[config.mk]
export PLATFORM = sky130hd
export DESIGN_NAME = wsl_top
export DESIGN_NICKNAME = d
export VERILOG_FILES = /design/src/rtl/wsl_pkg.sv /design/src/rtl/wsl_top.sv /design/src/rtl/wsl_counter.sv
export SDC_FILE = /design/constraint.sdc
export NUM_CORES = 1
export LEC_CHECK = 0
export ABC_CLOCK_PERIOD_IN_PS = 2150
export BUFFER_PORTS_ARGS = -buffer_cell sky130_fd_sc_hd__buf_4
export CAP_MARGIN = 20
export CORE_UTILIZATION = 40
export CTS_BUF_LIST = sky130_fd_sc_hd__clkbuf_8
export DETAILED_ROUTE_END_ITERATION = 10
export PLACE_DENSITY = 0.65
export SYNTH_ARGS = -nofsm -noshare
export SYNTH_HDL_FRONTEND = slang
export SYNTH_SLANG_ARGS = --single-unit
[constraint.sdc]
create_clock -name core_clk_i -period 2.15 [get_ports core_clk_i]
set_clock_uncertainty 0.2 [all_clocks]
set_input_delay 0.215 -clock core_clk_i [delete_from_list [all_inputs] [get_ports core_clk_i]]
set_output_delay 0.215 -clock core_clk_i [all_outputs]
set_load 0.01 [all_outputs]
[src/rtl/wsl_pkg.sv]
/*
  Shared constants and types of the watchdog timer with fuse-selected safety levels:
  register offsets, field layouts, reset values, timing counts and the state carriers.
  Assumes a 50 MHz core clock; the watchdog oscillator rate is emulated by an enable divider.
*/
// Summary of operation
// - counter runs on its own 1 MHz tick
// - restart instruction clears the counter
// - counter cleared on disable and chip reset
// - period elapsed without restart issues chip reset
// - two fuses pick safety level and start state
// - enable write accepted at every level, untimed
// - control bits 7..5 always read zero
// - change-enable self-clears four cycles after set
// - enable clear only honoured while change-enable set
// - level 2 stays enabled, enable reads one
// - prescale select: 16384 cycles doubled per step
// - level 0 prescale writes always accepted
// - levels 1/2 prescale writes need change-enable
// - level 2 second write enable value ignored
// - timeout reset pulse lasts one core cycle
// - timeout sets flag; por or zero write clears
package wsl_pkg;

  // clock rates and derived tick divider
  localparam int unsigned CORE_HZ         = 50_000_000;
  localparam int unsigned OSC_HZ          = 1_000_000;
  localparam int unsigned OSC_DIV         = CORE_HZ / OSC_HZ;
  localparam int unsigned DIV_W           = 6;
  localparam int unsigned BASE_OSC_CYCLES = 16_384;
  localparam int unsigned CNT_W           = 22;
  localparam logic [2:0]  CE_HOLD_CYCLES  = 3'h4;

  // register byte offsets
  localparam logic [4:0] OFS_CONTROL    = 5'h00;
  localparam logic [4:0] OFS_RESTART    = 5'h04;
  localparam logic [4:0] OFS_RST_STATUS = 5'h08;
  localparam logic [4:0] OFS_IRQ_STATUS = 5'h0c;
  localparam logic [4:0] OFS_IRQ_MASK   = 5'h10;

  // field positions
  localparam int unsigned FLAG_BIT    = 3;
  localparam int unsigned IRQ_TIMEOUT = 0;
  localparam int unsigned IRQ_REFUSED = 1;

  typedef enum logic [1:0] {
    WSL_LEVEL0,
    WSL_LEVEL1,
    WSL_LEVEL2
  } wsl_level_e;

  typedef struct packed {
    logic [2:0] reserved;
    logic       change_enable_bit;
    logic       watchdog_enable_bit;
    logic [2:0] prescale_select;
  } wsl_ctrl_s;

  localparam wsl_ctrl_s CTRL_RESET = 8'h00;

  // avalon slave side request bundle
  typedef struct packed {
    logic [4:0]  address;
    logic        read;
    logic        write;
    logic [3:0]  byteenable;
    logic [31:0] writedata;
  } wsl_avs_req_s;

  // state of the top module, except the reset synchroniser
  typedef struct packed {
    logic             fuse_done;
    wsl_level_e       level;
    wsl_ctrl_s        ctrl;
    logic [2:0]       ce_cnt;
    logic [DIV_W-1:0] div;
    logic             tick;
    logic             restart;
    logic             waitreq;
    logic [7:0]       rdata;
    logic             reset_pulse;
    logic             flag;
    logic [1:0]       irq_sts;
    logic [1:0]       irq_mask;
    logic             irq;
  } wsl_state_s;

  // state of the timeout counter
  typedef struct packed {
    logic [CNT_W-1:0] cnt;
    logic             timeout;
  } wsl_cnt_s;

endpackage

[src/rtl/wsl_top.sv]
/*
  Watchdog timer with fuse-selected safety levels: avalon-mm register slave, control
  register with timed change window, oscillator tick divider, reset pulse and flag,
  interrupt status and mask.
  Assumes all inputs are synchronous to core_clk_i and fuse levels are stable after reset.
*/
`timescale 1ns/100ps
module wsl_top #(
  parameter int unsigned BASE_CYCLES = wsl_pkg::BASE_OSC_CYCLES,
  parameter int unsigned OSC_DIV     = wsl_pkg::OSC_DIV
) (
  input  wire logic        core_clk_i,             // 50 MHz core clock
  input  wire logic        rst_n_i,                // power-on reset, active low
  input  wire logic        chip_reset_i,           // other chip reset sources, active high
  input  wire logic        restart_instruction_i,  // restart instruction pulse
  input  wire logic        always_on_fuse_i,       // 1 = programmed
  input  wire logic        compatibility_fuse_i,   // 1 = programmed
  input  wire logic [4:0]  avs_address_i,          // byte address
  input  wire logic        avs_read_i,             // read request
  input  wire logic        avs_write_i,            // write request
  input  wire logic [3:0]  avs_byteenable_i,       // byte lanes
  input  wire logic [31:0] avs_writedata_i,        // write data
  output logic [31:0]      avs_readdata_o,         // read data
  output logic             avs_waitrequest_o,      // stall
  output logic             chip_reset_o,           // timeout reset pulse
  output logic             timeout_reset_flag_o,   // sticky timeout flag
  output logic             watchdog_enabled_o,     // effective enable
  output logic             irq_o                   // level interrupt
);

  localparam int unsigned DIV_W = wsl_pkg::DIV_W;

  wsl_pkg::wsl_state_s   s_q;
  wsl_pkg::wsl_state_s   s_d;
  wsl_pkg::wsl_avs_req_s req;
  logic [1:0]            rst_sync_q;
  logic                  rst_n;
  logic                  timeout;
  logic                  en_eff;
  logic                  cnt_clear;

  // two-stage reset release; only stage two feeds the design
  always_ff @(posedge core_clk_i or negedge rst_n_i) begin
    if (!rst_n_i) begin
      rst_sync_q <= 2'h0;
    end else begin
      rst_sync_q <= {rst_sync_q[0], 1'b1};
    end
  end
  assign rst_n = rst_sync_q[1];

  assign req = '{address:    avs_address_i,
                 read:       avs_read_i,
                 write:      avs_write_i,
                 byteenable: avs_byteenable_i,
                 writedata:  avs_writedata_i};

  // level 2 forces the watchdog on whatever was written
  assign en_eff    = s_q.ctrl.watchdog_enable_bit || (s_q.level == wsl_pkg::WSL_LEVEL2);
  assign cnt_clear = s_q.restart || chip_reset_i || s_q.reset_pulse;

  // read multiplexer, reserved and unmapped bits read zero
  function automatic logic [7:0] read_mux(input wsl_pkg::wsl_state_s s, input logic [4:0] a, input logic en);
    wsl_pkg::wsl_ctrl_s c;
    c          = s.ctrl;
    c.reserved = 3'h0;
    c.watchdog_enable_bit = en;
    read_mux   = 8'h00;
    unique case (a)
      wsl_pkg::OFS_CONTROL:    read_mux = c;
      wsl_pkg::OFS_RST_STATUS: read_mux = 8'(s.flag) << wsl_pkg::FLAG_BIT;
      wsl_pkg::OFS_IRQ_STATUS: read_mux = {6'h00, s.irq_sts};
      wsl_pkg::OFS_IRQ_MASK:   read_mux = {6'h00, s.irq_mask};
      default:                 read_mux = 8'h00;
    endcase
  endfunction

  always_comb begin
    logic               wr_go;
    logic               rd_go;
    logic               ce_open;
    logic [1:0]         ev;
    wsl_pkg::wsl_ctrl_s w;
    s_d      = s_q;
    ev       = 2'h0;
    ce_open  = s_q.ctrl.change_enable_bit;
    w        = wsl_pkg::wsl_ctrl_s'(req.writedata[7:0]);
    wr_go    = req.write && !s_q.waitreq && req.byteenable[0];
    rd_go    = req.read && !s_q.waitreq;

    // fuse straps caught once after reset release
    if (!s_q.fuse_done) begin
      s_d.fuse_done = 1'b1;
      if (always_on_fuse_i) begin
        s_d.level = wsl_pkg::WSL_LEVEL2;
        s_d.ctrl.watchdog_enable_bit = 1'b1;
      end else if (compatibility_fuse_i) begin
        s_d.level = wsl_pkg::WSL_LEVEL0;
      end else begin
        s_d.level = wsl_pkg::WSL_LEVEL1;
      end
    end

    // oscillator tick divider, one enable pulse per 1 us
    s_d.tick = 1'b0;
    if (s_q.div == DIV_W'(OSC_DIV - 1)) begin
      s_d.div  = '0;
      s_d.tick = 1'b1;
    end else begin
      s_d.div = s_q.div + 1'b1;
    end

    // change window closes by itself
    if (s_q.ce_cnt != 3'h0) begin
      s_d.ce_cnt = s_q.ce_cnt - 1'b1;
      if (s_q.ce_cnt == 3'h1) begin
        s_d.ctrl.change_enable_bit = 1'b0;
      end
    end

    // avalon handshake: stall one cycle, answer in the next
    s_d.waitreq = 1'b1;
    if ((req.read || req.write) && s_q.waitreq) begin
      s_d.waitreq = 1'b0;
      s_d.rdata   = read_mux(s_q, req.address, en_eff);
    end

    // restart registered so it reaches the counter one cycle later
    s_d.restart = restart_instruction_i;
    if (wr_go && req.address == wsl_pkg::OFS_RESTART) begin
      s_d.restart = 1'b1;
    end

    if (wr_go && req.address == wsl_pkg::OFS_CONTROL) begin
      if (w.watchdog_enable_bit) begin
        s_d.ctrl.watchdog_enable_bit = 1'b1;
      end else if (ce_open && s_q.level != wsl_pkg::WSL_LEVEL2) begin
        s_d.ctrl.watchdog_enable_bit = 1'b0;
      end else if (en_eff) begin
        ev[wsl_pkg::IRQ_REFUSED] = 1'b1;
      end
      if (s_q.level == wsl_pkg::WSL_LEVEL0 || ce_open) begin
        s_d.ctrl.prescale_select = w.prescale_select;
      end else if (w.prescale_select != s_q.ctrl.prescale_select) begin
        ev[wsl_pkg::IRQ_REFUSED] = 1'b1;
      end
      if (w.change_enable_bit) begin
        s_d.ctrl.change_enable_bit = 1'b1;
        s_d.ce_cnt                 = wsl_pkg::CE_HOLD_CYCLES;
      end
    end

    if (wr_go && req.address == wsl_pkg::OFS_IRQ_MASK) begin
      s_d.irq_mask = req.writedata[1:0];
    end

    // timeout: one-cycle reset pulse and sticky flag
    s_d.reset_pulse = timeout;
    ev[wsl_pkg::IRQ_TIMEOUT] = ev[wsl_pkg::IRQ_TIMEOUT] | timeout;
    if (wr_go && req.address == wsl_pkg::OFS_RST_STATUS && !req.writedata[wsl_pkg::FLAG_BIT]) begin
      s_d.flag = 1'b0;
    end
    if (timeout) begin
      s_d.flag = 1'b1;
    end

    // read clears only what was returned; new events win
    if (rd_go && req.address == wsl_pkg::OFS_IRQ_STATUS) begin
      s_d.irq_sts = s_q.irq_sts & ~s_q.rdata[1:0];
    end
    s_d.irq_sts = s_d.irq_sts | ev;
    s_d.irq     = |(s_d.irq_sts & s_d.irq_mask);
  end

  // one register stage for all state except the reset synchroniser
  always_ff @(posedge core_clk_i or negedge rst_n) begin
    if (!rst_n) begin
      s_q.fuse_done   <= 1'b0;
      s_q.level       <= wsl_pkg::WSL_LEVEL1;
      s_q.ctrl        <= wsl_pkg::CTRL_RESET;
      s_q.ce_cnt      <= 3'h0;
      s_q.div         <= '0;
      s_q.tick        <= 1'b0;
      s_q.restart     <= 1'b0;
      s_q.waitreq     <= 1'b1;
      s_q.rdata       <= 8'h00;
      s_q.reset_pulse <= 1'b0;
      s_q.flag        <= 1'b0;
      s_q.irq_sts     <= 2'h0;
      s_q.irq_mask    <= 2'h0;
      s_q.irq         <= 1'b0;
    end else begin
      s_q.fuse_done   <= s_d.fuse_done;
      s_q.level       <= s_d.level;
      s_q.ctrl        <= s_d.ctrl;
      s_q.ce_cnt      <= s_d.ce_cnt;
      s_q.div         <= s_d.div;
      s_q.tick        <= s_d.tick;
      s_q.restart     <= s_d.restart;
      s_q.waitreq     <= s_d.waitreq;
      s_q.rdata       <= s_d.rdata;
      s_q.reset_pulse <= s_d.reset_pulse;
      s_q.flag        <= s_d.flag;
      s_q.irq_sts     <= s_d.irq_sts;
      s_q.irq_mask    <= s_d.irq_mask;
      s_q.irq         <= s_d.irq;
    end
  end

  // counter sees registered controls, except chip_reset_i which reaches clear_i unregistered
  wsl_counter #(
    .BASE_CYCLES (BASE_CYCLES)
  ) u_counter (
    .clk_i      (core_clk_i),
    .rst_n_i    (rst_n),
    .tick_i     (s_q.tick),
    .run_i      (en_eff && s_q.fuse_done),
    .clear_i    (cnt_clear),
    .prescale_i (s_q.ctrl.prescale_select),
    .timeout_o  (timeout)
  );

  // outputs straight from state flip-flops
  assign avs_readdata_o       = {24'h000000, s_q.rdata};
  assign avs_waitrequest_o    = s_q.waitreq;
  assign chip_reset_o         = s_q.reset_pulse;
  assign timeout_reset_flag_o = s_q.flag;
  assign watchdog_enabled_o   = s_q.ctrl.watchdog_enable_bit;
  assign irq_o                = s_q.irq;

endmodule

[src/rtl/wsl_counter.sv]
/*
  Timeout counter of the watchdog, advanced by the oscillator tick enable.
  Assumes clear_i and run_i are synchronous to the core clock domain of the caller.
*/
`timescale 1ns/100ps
module wsl_counter #(
  parameter int unsigned BASE_CYCLES = wsl_pkg::BASE_OSC_CYCLES
) (
  input  wire logic       clk_i,       // core clock
  input  wire logic       rst_n_i,     // synchronised reset, active low
  input  wire logic       tick_i,      // one oscillator cycle
  input  wire logic       run_i,       // watchdog enabled
  input  wire logic       clear_i,     // restart or chip reset
  input  wire logic [2:0] prescale_i,  // prescale select
  output logic            timeout_o    // one-cycle expiry pulse
);

  wsl_pkg::wsl_cnt_s s_q;
  wsl_pkg::wsl_cnt_s s_d;

  // period in oscillator cycles, doubled per step
  function automatic logic [wsl_pkg::CNT_W-1:0] period(input logic [2:0] sel);
    logic [wsl_pkg::CNT_W-1:0] base;
    base   = wsl_pkg::CNT_W'(BASE_CYCLES);
    period = base << sel;
  endfunction

  // a shrunk period takes effect at once via >= compare
  always_comb begin
    s_d         = s_q;
    s_d.timeout = 1'b0;
    if (clear_i || !run_i) begin
      s_d.cnt = '0;
    end else if (tick_i) begin
      if (s_q.cnt >= period(prescale_i) - 1'b1) begin
        s_d.cnt     = '0;
        s_d.timeout = 1'b1;
      end else begin
        s_d.cnt = s_q.cnt + 1'b1;
      end
    end
  end

  always_ff @(posedge clk_i or negedge rst_n_i) begin
    if (!rst_n_i) begin
      s_q <= '0;
    end else begin
      s_q <= s_d;
    end
  end

  assign timeout_o = s_q.timeout;

endmodule

==> impl_metrics.tcl <==
set metrics [dict create \
    cts_buffer_depth 2 \
    hold_viol_final 0 \
    cts_buffers 9 \
    start_util_pct 41.5 \
    power_density_nw_per_um2 608 \
    place_inst 508 \
    fillerInstances 713 \
    yosysSeqAreaShare_pct 41.4 \
    setup_viol 20 \
    antenna_found_initial 0 \
    worstSetupEndpointType "flop" \
    postSynthCellCount 358 \
    max_freq_mhz 436 \
    routed-via-count 2879 \
    firstDrtPassIters 4 \
    grt_pass1_wl_mm 13.1 \
    final_cells 544 \
    hold_class "flop to async pin" \
    outcome "complete, but fails checks" \
    area_delta_synth_final_pct 31.2 \
    tns_ns -1.34 \
    yosys.area_share.simple_pct 21.9 \
    clk_pin_slew_worst_paths_ns 0.08 \
    core-area_sq_um 8300 \
    viasPerCell 5.29 \
    worstMarginPinSlew_ns 0.598 \
    place_congestion 0.803 \
    final_common_cell "buf_4" \
    wl_per_cell_um 14.5 \
    drc 0 \
    busiest_layer "met2" \
    cts_root_buf "clkbuf_8" \
    postRouteAntennaNets 0 \
    grtUsageMet3_pct 4.19 \
    nNetsFinal 497 \
    clkSinkCount 57 \
    grt_overflow 0 \
    synth_adder_area_share_pct 5.08 \
    fin_crit_sh_pct 107 \
    synth_edf_count 0 \
    post-route-min-period_ns 2.29 \
    syn_avg_cell_area_sq_um 9.63 \
    synth_ff_type "dfrtp_1" \
    synth_area_sq_um 3450 \
    io_buffers 28 \
    die_w_um 94.9 \
    slowest_delay_ns 0.46 \
    use_met1_pct 23.9 \
    grt_use_total_pct 18.7 \
    place_ws_ns -0.188 \
    ys_ff_latch 57 \
    h-tree-depth 3 \
    critPathKind "flop to flop" \
    drive_gt1_share_pct 31.9 \
    drt_iter0_markers 171 \
    grt_max_degree 23 \
    violations "setup timing" \
    grt_use_met2_pct 31.5 \
    synth_top_family_by_area "simple AND/OR/NAND/NOR gates" \
    dieArea_sq_um 9000 \
    relSlewSlack_pct 59.9 \
    tritoncts "yes" \
    synth-xor-area-share_pct 1.78 \
    slew_viol_final 0 \
    grt_setup_unrepaired "true" \
    clk_latency_ns 0.33 \
    hpwl_mm 5.43 \
    yosysWarnings 0 \
    crit_fanout 6 \
    ir_drop_v 0.000278 \
    critical_path_required_ns 2.20 \
    antenna_cells 0 \
    reg2regPathDepth 10 \
    p_leak_nw 2.03 \
    cap_violations 0 \
    dpl-instance-area_sq_um 3850 \
    crit_top_cell "buf_6" \
    routed_wl_mm 7.89 \
    synth.distinct_cells 60 \
    final_cell_area_sq_um 4520 \
    arrival_ns 2.34 \
    die_y_um 94.9 \
    total_power_mw 2.75 \
    ioPinCount 86 \
    layout_common_cells "57 x buf_4, 52 x dfrtp_1, 34 x nand2_1" \
    grt_pass1_vias 2839 \
    rows 33 \
    synthMuxAreaShare_pct 4.06 \
    worst_path_max_delay_cell "dfrtp_2" \
    multi_input_comb_area_sq_um 1980 \
    async_flop_share_pct 100 \
    synth-compound-area-share_pct 15.3 \
    setup_slack_ns -0.142 \
    crit_chain "buf_6, a21oi_2, ha_1, nand2_2, nor3_2, nor4_4, buf_6, nand3_1, buf_4, o21ai_0" \
    regArea_sq_um 1430 \
    startpoint_type "flop" \
]
==> repair_timing <==
| action | 4_1_cts | 5_1_grt |
|---|---|---|
| setup buffers | 1 | 5 |
| hold buffers | 13 | 0 |
| hold endpoints to repair | 16 | 0 |
| pin swaps | 5 | 11 |
| gates cloned | 0 | 1 |
| gates resized for setup | 18 | 36 |
| endpoints found under the setup margin | 23 | 23 |
==> cells in the mapped netlist, drive strengths merged, types with 3 or more instances <==
master	count	area share (%)
o211ai	6	1.3
a21o	4	0.87
ha	14	5.1
o31a	3	0.76
xnor2	3	0.76
clkbuf	6	0.94
nor2	14	1.5
buf	36	7.8
nor3	6	0.87
dfrtp	55	40
nand3	22	3.2
a41oi	3	0.76
nand4	12	3.0
a21oi	12	1.7
nor4	8	2.1
and3	6	1.1
and2	4	0.73
mux2	8	2.6
nor2b	4	0.73
xor2	4	1.0
o31ai	3	0.65
nand2	37	4.0
and4	3	0.80
a31oi	11	2.0
nand2b	6	1.1
mux2i	5	1.5
o21a	3	0.65
o21ai	20	2.9
inv	11	1.2
==> per-stage QoR <==
step                      hold WS [ns]  util (%)
final                           0.0221      54.5
after global routing            0.0416      54.5
after CTS                      0.00947      51.5
after detailed placement        -0.201      46.4
after global placement          -0.202      46.4
after floorplan                 -0.281         -
==> kinds of logic (layout without fill, tap and decap cells) <==
family / after synthesis / in the layout
compound gates: 80 / 80
xor+xnor: 7 / 7
fa+ha+maj: 14 / 14
buf+inv: 54 / 107
flops: 57 / 57
mux: 13 / 13
other cells: 2 / 30
simple gates: 131 / 131
==> final cells by class <==
class,instances,share of cell area [%]
inverters,11,0.913
well taps,105,2.90
clock inverters,6,2.02
clock buffers,10,3.04
multi-input cells,275,43.9
repair buffers,80,15.6
flip-flops and latches,57,31.7
==> routing by layer <==
metal | share of wire (%) | up-vias
li1 | - | 1404
met1 | 47 | 1405
met2 | 49 | 64
met3 | 2.7 | 6
met4 | 0.76 | 0
met5 | 0 | -
==> sequential cells by signal, summed over array words and instances (netlist names) <==
name	flops
u_counter.s_q	22
s_q	22
irq_o	1
watchdog_enabled_o	1
chip_reset_o	1
avs_readdata_o	5
rst_sync_q	2
avs_waitrequest_o	1
u_counter.timeout_o	1
timeout_reset_flag_o	1
==> path summary, 6_finish.rpt <==
check                               from                 end  slack (ns)
setup / recovery                 s_q[28]   u_counter.s_q[10]       -0.14
hold / removal             rst_sync_q[1]  watchdog_enabled_o        0.02
setup reg to reg                 s_q[28]   u_counter.s_q[10]       -0.14
hold reg to reg            rst_sync_q[1]  watchdog_enabled_o        0.02
max in group asynchronous  rst_sync_q[1]    u_counter.s_q[3]        1.06
min in group core_clk_i      avs_write_i   avs_waitrequest_o        0.03
==> where the power goes <==
group	switching, mW	internal (mW)
logic	0.212	0.188
clock network	0.460	0.686
registers	0.0670	1.14
total	0.739	2.01
==> worst max-delay path: cells and delay by family, from the launching register on <==
kind                     cells  cell delay, ns
buffers and inverters        3            0.52
AND/OR/NAND/NOR              4            0.47
flip-flops                   1            0.46
AO/OA/AOI/OAI                2            0.29
adder cells (fa/ha/maj)      1            0.26
No activity file was read; power rests on OpenSTA's default activity.
